File: config.mk
export PLATFORM = sky130hd
export DESIGN_NAME = port_pin_readback_data_and_pin_select
export DESIGN_NICKNAME = d
export VERILOG_FILES = /design/src/include/port_pin_readback_pkg.sv /design/src/rtl/port_pin_readback_data_and_pin_select.sv
export VERILOG_INCLUDE_DIRS = /design/src /design/src/include
export SDC_FILE = /design/constraint.sdc
export NUM_CORES = 1
export LEC_CHECK = 0
export ABC_AREA = 0
export BUFFER_PORTS_ARGS = -buffer_cell sky130_fd_sc_hd__buf_2
export CAP_MARGIN = 15
export CORE_MARGIN = 5
export CORE_UTILIZATION = 40
export CTS_CLUSTER_SIZE = 40
export DETAILED_ROUTE_END_ITERATION = 10
export PLACE_DENSITY = 0.75
export SYNTH_ARGS = -nofsm -noshare
export SYNTH_HDL_FRONTEND = slang
export SYNTH_SLANG_ARGS = --single-unit
File: constraint.sdc
create_clock -name clk_i -period 1.85 [get_ports clk_i]
set_input_delay 0.0925 -clock clk_i [delete_from_list [all_inputs] [get_ports clk_i]]
set_output_delay 0.0925 -clock clk_i [all_outputs]
set_load 0.03 [all_outputs]
File: src/include/port_pin_readback_map.svh
// Purpose: offsets, field codes and reset values of the port 1 block
// Assumes: classic Wishbone slave, 32-bit data, byte addresses
// Notes:   definitions only
`ifndef PORT_PIN_READBACK_MAP_SVH
`define PORT_PIN_READBACK_MAP_SVH

// ----------------------------------------------------------------
// register offsets (byte addresses)
// ----------------------------------------------------------------
`define OFS_OUTPUT_LATCH   4'h0
`define OFS_PIN_READBACK   4'h4
`define OFS_DIRECTION      4'h8
`define OFS_FUNC_ENABLE    4'hc

// ----------------------------------------------------------------
// reset values and field positions
// ----------------------------------------------------------------
`define RST_LATCH          8'h00
`define RST_DIRECTION      8'h00
`define RST_FUNC_ENABLE    4'h0
`define FE_DMA_ACK1_BIT    0
`define FE_PULSE_LSB       1

// ----------------------------------------------------------------
// timer field codes
// ----------------------------------------------------------------
`define MODE_NORMAL        4'h0
`define MODE_PWM1          4'h2
`define MODE_PWM2          4'h3
`define PSC_EXT_CD         3'h7
`define PSC_EXT_C_ALT      3'h5
`define CCLR_OWN_CH2_B     2'h2
`define CCLR_OWN_CH2_A     2'h2
`define CCLR_OWN_CH1_B     2'h2

`endif

File: src/include/port_pin_readback_pkg.sv
// Purpose: types shared by the port 1 block
// Assumes: nothing
// Notes:   timer and peripheral groups travel as packed structs
package port_pin_readback_pkg;

   // settings mirrored from the timer unit
   typedef struct packed {
      logic [3:0] mode2;
      logic [3:0] io_a2;
      logic [3:0] io_b2;
      logic [1:0] clear2;
      logic [3:0] mode1;
      logic [3:0] io_b1;
      logic [1:0] clear1;
      logic [3:0] mode4;
      logic [2:0] psc0;
      logic [2:0] psc2;
      logic [2:0] psc4;
      logic [2:0] psc5;
   } timer_cfg_s;

   // output levels offered by other units
   typedef struct packed {
      logic timer2_b;
      logic timer2_a;
      logic timer1_b;
      logic pulse15;
      logic pulse14;
      logic pulse13;
      logic dma_ack1;
   } periph_out_s;

   // inputs handed to the timer unit
   typedef struct packed {
      logic capture_b2;
      logic capture_a2;
      logic capture_b1;
      logic ext_clock_d;
      logic ext_clock_c;
   } timer_in_s;

   typedef enum logic [2:0] {
      FN_INPUT,
      FN_LATCH,
      FN_PULSE,
      FN_TIMER,
      FN_DMA
   } pin_fn_e;

endpackage : port_pin_readback_pkg

File: src/rtl/port_pin_readback_data_and_pin_select.sv
// Purpose: port 1 output latch, pin readback and upper pin function select
// Assumes: classic Wishbone slave, rst_i synchronous active high, 250 MHz clock
// Notes:   pins 4..0 are plain general-purpose pins; outputs all registered
//
// Our own choices: the Wishbone interface to the registers and the register offsets.
`timescale 1ns/1ps
`include "port_pin_readback_map.svh"

// Operation
// - eight-bit read/write output latch, reset zero, drives output pins
// - pin readback register is read only and follows the pins
// - readback bit with direction one returns the latch bit
// - readback bit with direction zero returns the pin level
// - upper pins shared with pulse, timer and dma functions
// - pin 7: timer B2 output, else input, latch or pulse output
// - timer pin outputs on compare modes or pwm2 without own clearing
// - pin 7 feeds timer 2 capture B in normal or phase modes
// - pin 7 feeds clock D when channel 0 or 5 prescaler is 111
// - pin 7 feeds clock D when channels 2 and 4 phase count
// - pin 6: timer A2 output, else input, latch or pulse output
// - pin 6 feeds timer 2 capture A when io top bit set
// - pwm mode 1 on channel 2 output A disables output B drive
// - dma ack enable puts acknowledge 1 on pin 5, overriding all
// - pin 5 feeds timer 1 capture B when io field is 10xx
// - pin 5 feeds clock C for prescaler 111, 101 or phase counting
// - write-only direction bits, reset zero, one makes an output
module port_pin_readback_data_and_pin_select
   import port_pin_readback_pkg::*;
(
   input  wire logic        clk_i,
   input  wire logic        rst_i,
   input  wire logic        cyc_i,
   input  wire logic        stb_i,
   input  wire logic        we_i,
   input  wire logic [3:0]  adr_i,
   input  wire logic [3:0]  sel_i,
   input  wire logic [31:0] dat_i,
   output logic      [31:0] dat_o,
   output logic             ack_o,
   input  wire logic [7:0]  pin_i,
   output logic      [7:0]  pin_out_o,
   output logic      [7:0]  pin_oe_n_o,
   input  wire timer_cfg_s  timer_cfg_i,
   input  wire periph_out_s periph_i,
   output timer_in_s        timer_in_o
);

   // ----------------------------------------------------------------
   // helpers
   // ----------------------------------------------------------------
   // compare or pwm2 output for one timer pin
   function automatic logic compare_out(input logic [3:0] mode, input logic [3:0] io,
                                        input logic [1:0] clr, input logic [1:0] own);
      logic norm;
      norm = (mode == `MODE_NORMAL) || (mode[3:2] == 2'b01);
      compare_out = (norm && (io[3] == 1'b0) && (io[1:0] != 2'b00))
                    || ((mode == `MODE_PWM2) && (io[1:0] != 2'b00) && (clr != own));
   endfunction : compare_out

   function automatic logic capture_mode(input logic [3:0] mode);
      capture_mode = (mode == `MODE_NORMAL) || (mode[3:2] == 2'b01);
   endfunction : capture_mode

   // general-purpose choice from direction and pulse enable
   function automatic pin_fn_e gp_fn(input logic dir, input logic pulse_en);
      gp_fn = !dir ? FN_INPUT : (pulse_en ? FN_PULSE : FN_LATCH);
   endfunction : gp_fn

   // ----------------------------------------------------------------
   // state
   // ----------------------------------------------------------------
   logic [7:0]  latch;
   logic [7:0]  direction;
   logic [3:0]  func_en;      // bit0 dma ack1 enable, bits 3..1 pulse enables pins 7..5
   logic [7:0]  pin_meta;
   logic [7:0]  pin_sync;
   logic [7:0]  next_latch;
   logic [7:0]  next_direction;
   logic [3:0]  next_func_en;
   logic        next_ack;
   logic [31:0] next_dat;
   logic [7:0]  next_pin_out;
   logic [7:0]  next_pin_oe_n;
   timer_in_s   next_timer_in;
   pin_fn_e     fn7;
   pin_fn_e     fn6;
   pin_fn_e     fn5;
   logic        access;
   logic [7:0]  readback;
   logic        a2_pwm1;
   logic        phase24;

   assign access = cyc_i && stb_i && !ack_o;
   assign readback = (direction & latch) | (~direction & pin_sync);

   // ----------------------------------------------------------------
   // register file
   // ----------------------------------------------------------------
   // one-wait answer: ack is raised the cycle after the request and held one cycle
   always_comb begin
      next_latch     = latch;
      next_direction = direction;
      next_func_en   = func_en;
      next_ack       = access;
      next_dat       = 32'h0000_0000;
      if (access && we_i && sel_i[0]) begin
         case (adr_i)
            `OFS_OUTPUT_LATCH: next_latch = dat_i[7:0];
            `OFS_DIRECTION:    next_direction = dat_i[7:0];
            `OFS_FUNC_ENABLE:  next_func_en = dat_i[3:0];
            default:           next_latch = latch;
         endcase
      end
      if (access && !we_i) begin
         case (adr_i)
            `OFS_OUTPUT_LATCH: next_dat = {24'h00_0000, latch};
            `OFS_PIN_READBACK: next_dat = {24'h00_0000, readback};
            `OFS_FUNC_ENABLE:  next_dat = {28'h000_0000, func_en};
            default:           next_dat = 32'h0000_0000;  // direction is write-only
         endcase
      end
   end

   always_ff @(posedge clk_i) begin
      if (rst_i) begin
         latch     <= `RST_LATCH;
         direction <= `RST_DIRECTION;
         func_en   <= `RST_FUNC_ENABLE;
         ack_o     <= 1'b0;
         dat_o     <= 32'h0000_0000;
      end else begin
         latch     <= next_latch;
         direction <= next_direction;
         func_en   <= next_func_en;
         ack_o     <= next_ack;
         dat_o     <= next_dat;
      end
   end

   // ----------------------------------------------------------------
   // pin sampling
   // ----------------------------------------------------------------
   // two-stage synchroniser
   always_ff @(posedge clk_i) begin
      if (rst_i) begin
         pin_meta <= 8'h00;
         pin_sync <= 8'h00;
      end else begin
         pin_meta <= pin_i;
         pin_sync <= pin_meta;
      end
   end

   // ----------------------------------------------------------------
   // pin function select
   // ----------------------------------------------------------------
   assign a2_pwm1 = (timer_cfg_i.mode2 == `MODE_PWM1) && (timer_cfg_i.io_a2[1:0] != 2'b00);
   assign phase24 = (timer_cfg_i.mode2[3:2] == 2'b01) && (timer_cfg_i.mode4[3:2] == 2'b01);

   // timer output wins over the general-purpose choice
   always_comb begin
      // pwm1 on A blocks B drive
      if (compare_out(timer_cfg_i.mode2, timer_cfg_i.io_b2, timer_cfg_i.clear2, `CCLR_OWN_CH2_B)
          && !a2_pwm1) begin
         fn7 = FN_TIMER;
      end else begin
         fn7 = gp_fn(direction[7], func_en[3]);
      end
      if (compare_out(timer_cfg_i.mode2, timer_cfg_i.io_a2, timer_cfg_i.clear2, `CCLR_OWN_CH2_A)
          || a2_pwm1) begin
         fn6 = FN_TIMER;
      end else begin
         fn6 = gp_fn(direction[6], func_en[2]);
      end
      if (func_en[`FE_DMA_ACK1_BIT]) begin
         fn5 = FN_DMA;
      end else if (compare_out(timer_cfg_i.mode1, timer_cfg_i.io_b1, timer_cfg_i.clear1,
                               `CCLR_OWN_CH1_B)) begin
         fn5 = FN_TIMER;
      end else begin
         fn5 = gp_fn(direction[5], func_en[1]);
      end
   end

   // ----------------------------------------------------------------
   // pin drive and timer inputs
   // ----------------------------------------------------------------
   // shared pin outputs
   always_comb begin
      // low pins follow latch and direction
      next_pin_out       = latch;
      next_pin_oe_n      = ~direction;
      next_pin_out[7]    = (fn7 == FN_TIMER) ? periph_i.timer2_b :
                           (fn7 == FN_PULSE) ? periph_i.pulse15 : latch[7];
      next_pin_oe_n[7]   = (fn7 == FN_INPUT);
      next_pin_out[6]    = (fn6 == FN_TIMER) ? periph_i.timer2_a :
                           (fn6 == FN_PULSE) ? periph_i.pulse14 : latch[6];
      next_pin_oe_n[6]   = (fn6 == FN_INPUT);
      next_pin_out[5]    = (fn5 == FN_DMA)   ? periph_i.dma_ack1 :
                           (fn5 == FN_TIMER) ? periph_i.timer1_b :
                           (fn5 == FN_PULSE) ? periph_i.pulse13 : latch[5];
      next_pin_oe_n[5]   = (fn5 == FN_INPUT);
      // capture and clock paths take the pin regardless of its port function
      // capture B2
      next_timer_in.capture_b2  = capture_mode(timer_cfg_i.mode2) && timer_cfg_i.io_b2[3] && pin_sync[7];
      next_timer_in.capture_a2  = capture_mode(timer_cfg_i.mode2) && timer_cfg_i.io_a2[3] && pin_sync[6];
      next_timer_in.capture_b1  = capture_mode(timer_cfg_i.mode1) && (timer_cfg_i.io_b1[3:2] == 2'b10)
                                  && pin_sync[5];
      next_timer_in.ext_clock_d = ((timer_cfg_i.psc0 == `PSC_EXT_CD) || (timer_cfg_i.psc5 == `PSC_EXT_CD)
                                   || phase24) && pin_sync[7];
      next_timer_in.ext_clock_c = ((timer_cfg_i.psc0 == `PSC_EXT_CD) || (timer_cfg_i.psc2 == `PSC_EXT_CD)
                                   || (timer_cfg_i.psc4 == `PSC_EXT_C_ALT)
                                   || (timer_cfg_i.psc5 == `PSC_EXT_C_ALT) || phase24) && pin_sync[5];
   end

   always_ff @(posedge clk_i) begin
      if (rst_i) begin
         pin_out_o  <= 8'h00;
         pin_oe_n_o <= 8'hff;
         timer_in_o <= '0;
      end else begin
         pin_out_o  <= next_pin_out;
         pin_oe_n_o <= next_pin_oe_n;
         timer_in_o <= next_timer_in;
      end
   end
endmodule : port_pin_readback_data_and_pin_select

* Word level (Yosys, flattened, before mapping)
Index checks and enable logic that the tools add are counted.
Storage, ports and cells: flip-flop bits (word level) 90, input bits 100, output and inout bits 54, word-level logic and storage cells 120
Operators by class: eq/ne operators 24, mux-type cells 18, bitwise logic cells 8, reduce and logical (&&, ||, !) cells 56
Operator list (count):
- 1-bit logical AND | 28
- 8-bit one-hot mux with 3 select lines | 1
- 3-bit by 2-bit == test with 1-bit output (second input constant) | 6
- 3-bit == test (second input constant) | 6
- 2-bit two-way mux | 9
- 8-bit AND | 2
- 4-bit by 2-bit == test with 1-bit output (second input constant) | 3
- 4-bit logical NOT | 3
- 1-bit logical OR | 12
- 3-bit logical NOT | 3
- 4-bit == test (second input constant) | 2
- 8-bit inverter | 1
- 8-bit bitwise OR | 1
- 1-bit two-way mux | 7
- 2-bit by 1-bit == test with 1-bit output (second input constant) | 3
- 2-bit AND reduction | 3
- 2-bit nonzero test | 3
- 4-bit by 3-bit == test with 1-bit output (second input constant) | 1
- 2-bit inequality test (second input constant) | 2
- 1-bit inverter | 4
- 1-bit logical NOT | 3
- 3-bit two-way mux | 1
- 2-bit == test (second input constant) | 1
- 2-bit OR reduction | 1

* Depth between registers and ports, before layout
depth after elaboration 11, mapped depth 5

* Worst setup path before layout
OpenSTA, ideal clock, no wires.
kind reg2reg, start reg ack_o, end reg latch[0], library setup time 128 ps, data arrival time 1309 ps, setup slack 414 ps, cell stages (with the launch flop) 6, buffers on the path 1, clock period less this slack 1436 ps, cell sequence dfxtp_1 > nand3b_1 > nor4b_1 > buf_2 > mux2i_1 > nor2_1
On the way: longest elaborated chain between the ends 5
Ends and longest elaborated chain:
- from (decl) | RTL line port_pin_readback_data_and_pin_select.sv:39 | output logic ack_o,
- from (signal assigned) | RTL line port_pin_readback_data_and_pin_select.sv:135 | ack_o <= next_ack;
- 1-bit logical NOT | RTL line port_pin_readback_data_and_pin_select.sv:93 | assign access = cyc_i && stb_i && !ack_o;
- 1-bit logical AND | RTL line port_pin_readback_data_and_pin_select.sv:93
- 1-bit logical AND (2 in a row) | RTL line port_pin_readback_data_and_pin_select.sv:106 | if (access && we_i && sel_i[0]) begin
- 2-bit AND reduction (no line)
- to (signal assigned) | RTL line port_pin_readback_data_and_pin_select.sv:126 | latch <= `RST_LATCH;
- to (signal assigned) | RTL line port_pin_readback_data_and_pin_select.sv:132 | latch <= next_latch;
- to (decl) | RTL line port_pin_readback_data_and_pin_select.sv:72 | logic [7:0] latch;
Every way passes these cells. A chain may end at the register's enable or synchronous reset.

* Final worst setup path
start in timer_cfg_i[39] (netlist bit), end reg pin_out_o[7]
On the way: longest elaborated chain between the ends 10, elaborated cells between the ends (all ways) 18
Ends and longest elaborated chain:
- from (decl) | RTL line port_pin_readback_data_and_pin_select.sv:43 | input wire timer_cfg_s timer_cfg_i,
- 4-bit logical NOT (no line) or 2-bit by 1-bit == test with 1-bit output (tied branches)
- 1-bit logical OR | RTL line port_pin_readback_data_and_pin_select.sv:55 | norm = (mode == `MODE_NORMAL) || (mode[3:2] == 2'b01);
- 1-bit logical AND (2 in a row) | RTL line port_pin_readback_data_and_pin_select.sv:56 | compare_out = (norm && (io[3] == 1'b0) && (io[1:0] != 2'b00))
- 1-bit logical OR | RTL line port_pin_readback_data_and_pin_select.sv:56
- 1-bit logical AND (*) | RTL line port_pin_readback_data_and_pin_select.sv:163 | if (compare_out(timer_cfg_i.mode2, timer_cfg_i.io_b2, timer_cfg_i.clear2, `CCLR_OWN_CH2_B)
- 2-bit two-way mux (*) | RTL line port_pin_readback_data_and_pin_select.sv:163
- 3-bit by 2-bit == test with 1-bit output | RTL line port_pin_readback_data_and_pin_select.sv:194 | (fn7 == FN_PULSE) ? periph_i.pulse15 : latch[7];
- 1-bit two-way mux | RTL line port_pin_readback_data_and_pin_select.sv:194
- 1-bit two-way mux (*) | RTL line port_pin_readback_data_and_pin_select.sv:193 | next_pin_out[7] = (fn7 == FN_TIMER) ? periph_i.timer2_b :
- to (signal assigned) | RTL line port_pin_readback_data_and_pin_select.sv:222 | pin_out_o <= next_pin_out;
- to (decl) | RTL line port_pin_readback_data_and_pin_select.sv:41 | output logic [7:0] pin_out_o,
Every way passes the cells marked *; elsewhere a longest branch is shown, timed or not.

==> summary by stage <==
Worst setup path
The reg-to-reg setup timing slack is roughly 0.45 ns. The worst setup path is captured at a flip-flop. The biggest fanout along the worst timing path is 6. The type of element launching the critical path is an input pin.

The data arrival at the endpoint of the critical path is 2.06 ns. The worst register-to-register path ends at latch[7]. The worst endpoint required time is 2.06 ns. The beginning of the worst register-to-register path is ack_o. The critical-path cell with the highest stage delay is dlygate4sd3_1.

The critical path start-end classification is in -> reg. The largest single stage delay on the critical path is around 0.53 ns. Counting cells, the worst reg-to-reg path comes to 5. The signal on the critical path passes through dlygate4sd3_1, buf_2, or3b_4, or3b_1, a21oi_2, mux2_1.

GRT
The initial antenna violation count is 0. Across every metal layer, demand over resource in global routing totals between 15 and 20%. The overflow left after global routing is 0.

The wire length of the first global-routing pass is 10300 um. In the global route stage, met1 resource usage came out at 17.4%. The highest-utilization routing layer at the global route stage is met2. The pin count of the biggest net entering global routing is 25. The met2 track utilization from global routing is 26.7%. The global routing met3 resource utilization is roughly 4.7%.

The number of global-route vias before repair is between 2000 and 2500.

Run
The count of max-cap constraint violations is 0.

Logic synthesis
The number of instances in the synthesized netlist is around 260. The flip-flop and latch count after synthesis is 66. Of all flip-flops after synthesis, the portion carrying an async set or reset was 0%. The commonest cells after synthesis are dfxtp_1, nor2b_1, mux2i_1.

The count of synthesis-stage warnings from yosys is 0. By area the synthesized netlist is led by dfxtp_1, mux2i_1, nor2b_1, buf_4, nor2_1. After synthesis the cells add up to approximately 2600 sq um. The count of unique library cells instantiated by Yosys is 39.

The cell accounting for the most synthesized area is dfxtp_1. The flip-flop cell with the highest count after synthesis is dfxtp_1. The fraction of the yosys area taken by sequential cells is between 50 and 60%. The most repeated cell in the gate-level netlist after synthesis is dfxtp_1. In this run, synthesis inferred 0 flip-flops with an integrated enable. The synthesized design devotes to its leading area cell type 50.7% of total area.

The average cell area after synthesis is approximately 10 sq um.

Place
The placed wire-length estimate is 4630 um. The count of port buffers added during placement is 98. Routability-driven placement finished with a final weighted congestion of ~0.8. The total cell area at the placement stage is slightly above 3000 sq um. The post-place setup slack is ~0.24 ns.

Clock network
TritonCTS created 9 clock buffers. The post-CTS resize count is 0. The number of clock sinks seen by CTS is 66. The tree is rooted in a clkbuf_8. TritonCTS built the clock tree. For the worst-skew pair, the clock arrives at the later sink with an insertion delay of approximately 0.33 ns. CTS built an H-tree with a depth of 3.

The maximum buffer depth of the clock tree is 2. After clock tree synthesis, the clock-pin slew on the worst setup and hold paths is about 0.060 ns.

Layout
The number of antenna diodes is 0. The synthesis-to-finish area growth is 31.2%. Cells fill 53.8% of the core in the end.

The ratio of cells with drive above 1 in the final layout is around 33%. In the final design database the tool counted 477 nets. With fillers left out, the area of the finished cells amounts to roughly 3400 sq um.

Route
Detailed routing inserted a total of 2137 vias. The average routed wire per standard cell is between 10 and 15 um. After detailed routing, the number of vias per cell comes to about 4.7. The detailed router finished its first iteration with 37 violations. The detailed-routing iteration count for the pre-antenna-repair pass is 4. The routed wire length is between 6000 and 7000 um.

The number of DRC violations after detailed routing is 0. In this run the remaining antenna-violating nets after routing total 0.

Timing
The number of max-slew violations in the final report is 0. The summed negative setup slack over all endpoints is 0 ns. Setup violations remaining at the end of the flow were counted as 0. The fmax is 542 MHz.

The post-route fraction of the period consumed by the critical path is between 90% and 100%. In the post-route analysis, the smallest setup slack over all paths is about 0.0048 ns. The post-route clock skew is 0.00713 ns.

The count of final hold-check violations was 0. The clock period minus worst slack is around 1.8 ns.

Pwr
The worst voltage drop across the vdd grid is around 0.43 mV. The leakage dissipation is around 1.6 nW. Of the total power, the clock network draws roughly 40%. The sequential cell fraction of total power is between 40% and 50%.

The internal power is 2.22 mW. Net switching is between 20% and 30% of the power. The net load switching power is ~700 uW. Combinational cells account for 10.4% of the total power. The power per cell area is 854 nW/um^2.

Outcome
The run finished with clean final reports.

Floorplan
The number of standard-cell rows in the floorplan is 29. Pin placement for this block handled about 150 I/O pins. The die is between 90 and 100 um tall. The initial standard-cell utilization of the core is approximately two fifths.

The floorplan step set the die width to between 90 and 100 um. The total area inside the core boundary comes to between 6000 and 7000 sq um. The die outline area is between 8000 and 9000 sq um.

Hold path
The worst hold path class is in -> reg. The number of instances on the worst hold path is 3. The startpoint of the worst hold path is dat_i[6].

The worst hold path endpoint is direction[6].
[layout by cell type (no fill, tap or decap), types with 3 or more instances in the layout]
cell type	n
a2bb2oi_1	4
buf_2	98
buf_4	5
clkbuf_8	10
conb_1	24
dfxtp_1	66
dlygate4sd3_1	13
mux2i_1	29
nand2_1	18
nand3_1	4
nor2_1	28
nor2b_1	32
nor3_1	6
o32ai_1	3
[cell families after synthesis]
| group | count (synthesis) | share of synthesized area [%] |
|---|---|---|
| other cells | 1 | 0.144 |
| buf+inv | 36 | 8.75 |
| simple gates | 107 | 22.2 |
| flops | 66 | 50.7 |
| compound gates | 21 | 6.54 |
| mux | 30 | 11.6 |
[power by group through the flow]
stage | logic, mW | clock network, mW | registers [mW]
after CTS | 0.302 | 1.18 | 1.45
after global placement | 0.277 | 0 | 1.48
after detailed placement | 0.282 | 0 | 1.48
after global routing | 0.329 | 1.26 | 1.45
final | 0.304 | 1.16 | 1.45
after floorplan | 0.198 | 0 | 1.50
[repair_timing]
| action | CTS | global route |
|---|---|---|
| hold buffers | 13 | 0 |
| hold endpoints to repair | 12 | 0 |
| setup buffers | 0 | 1 |
| endpoints found under the setup margin | 0 | 1 |
[critical path, delay by kind of cell]
kind / cells / cell delay (ns)
muxes: 1 / 0.34
buffers and inverters: 2 / 0.69
AOI/OAI and AO/OA: 1 / 0.18
and+or+nand+nor: 2 / 0.75
[routing by layer]
layer | wire length (um) | vias up
li1 | - | 1065
met1 | 2590 | 990
met2 | 3330 | 74
met3 | 382 | 8
met4 | 81 | 0
met5 | 0 | -
[cell type report]
class	count	area [sq um]
Fill cell	573	2930
Sequential cell	66	1320
Multi-Input combinational cell	182	1150
Timing Repair Buffer	116	658
Clock buffer	12	145
Tap cell	77	96.3
Clock inverter	3	40.0
Inverter	2	7.51
[flip-flops by register name, summed over array words and instances (netlist names)]
register and flops:
ack_o 1, latch 8, timer_in_o 5, pin_meta 8, dat_o 8, pin_oe_n_o 8
func_en 4, pin_sync 8, pin_out_o 8, direction 8
[how the worst max path moves through the flow]
stage                          startpoint      endpoint  slack [ns]  depth (start not counted)
after floorplan                     ack_o      latch[0]        0.41                          5
after global placement    timer_cfg_i[39]  pin_out_o[7]        0.27                          5
after detailed placement  timer_cfg_i[39]  pin_out_o[7]        0.24                          5
after CTS                 timer_cfg_i[39]  pin_out_o[7]        0.03                          6
after global routing      timer_cfg_i[39]  pin_out_o[7]       -0.02                          6
final                     timer_cfg_i[39]  pin_out_o[7]       0.005                          6
[stage by stage]
stage                     std cells  total power [mW]  hold WS (ns)
after floorplan                 284              1.69         0.168
after detailed placement        429              1.77         0.256
final                           458              2.92        0.0153
after CTS                       457              2.94       0.00717
after global routing            458              3.04       0.00683
after global placement          429              1.76         0.261
No activity file was read; power rests on OpenSTA's default activity.
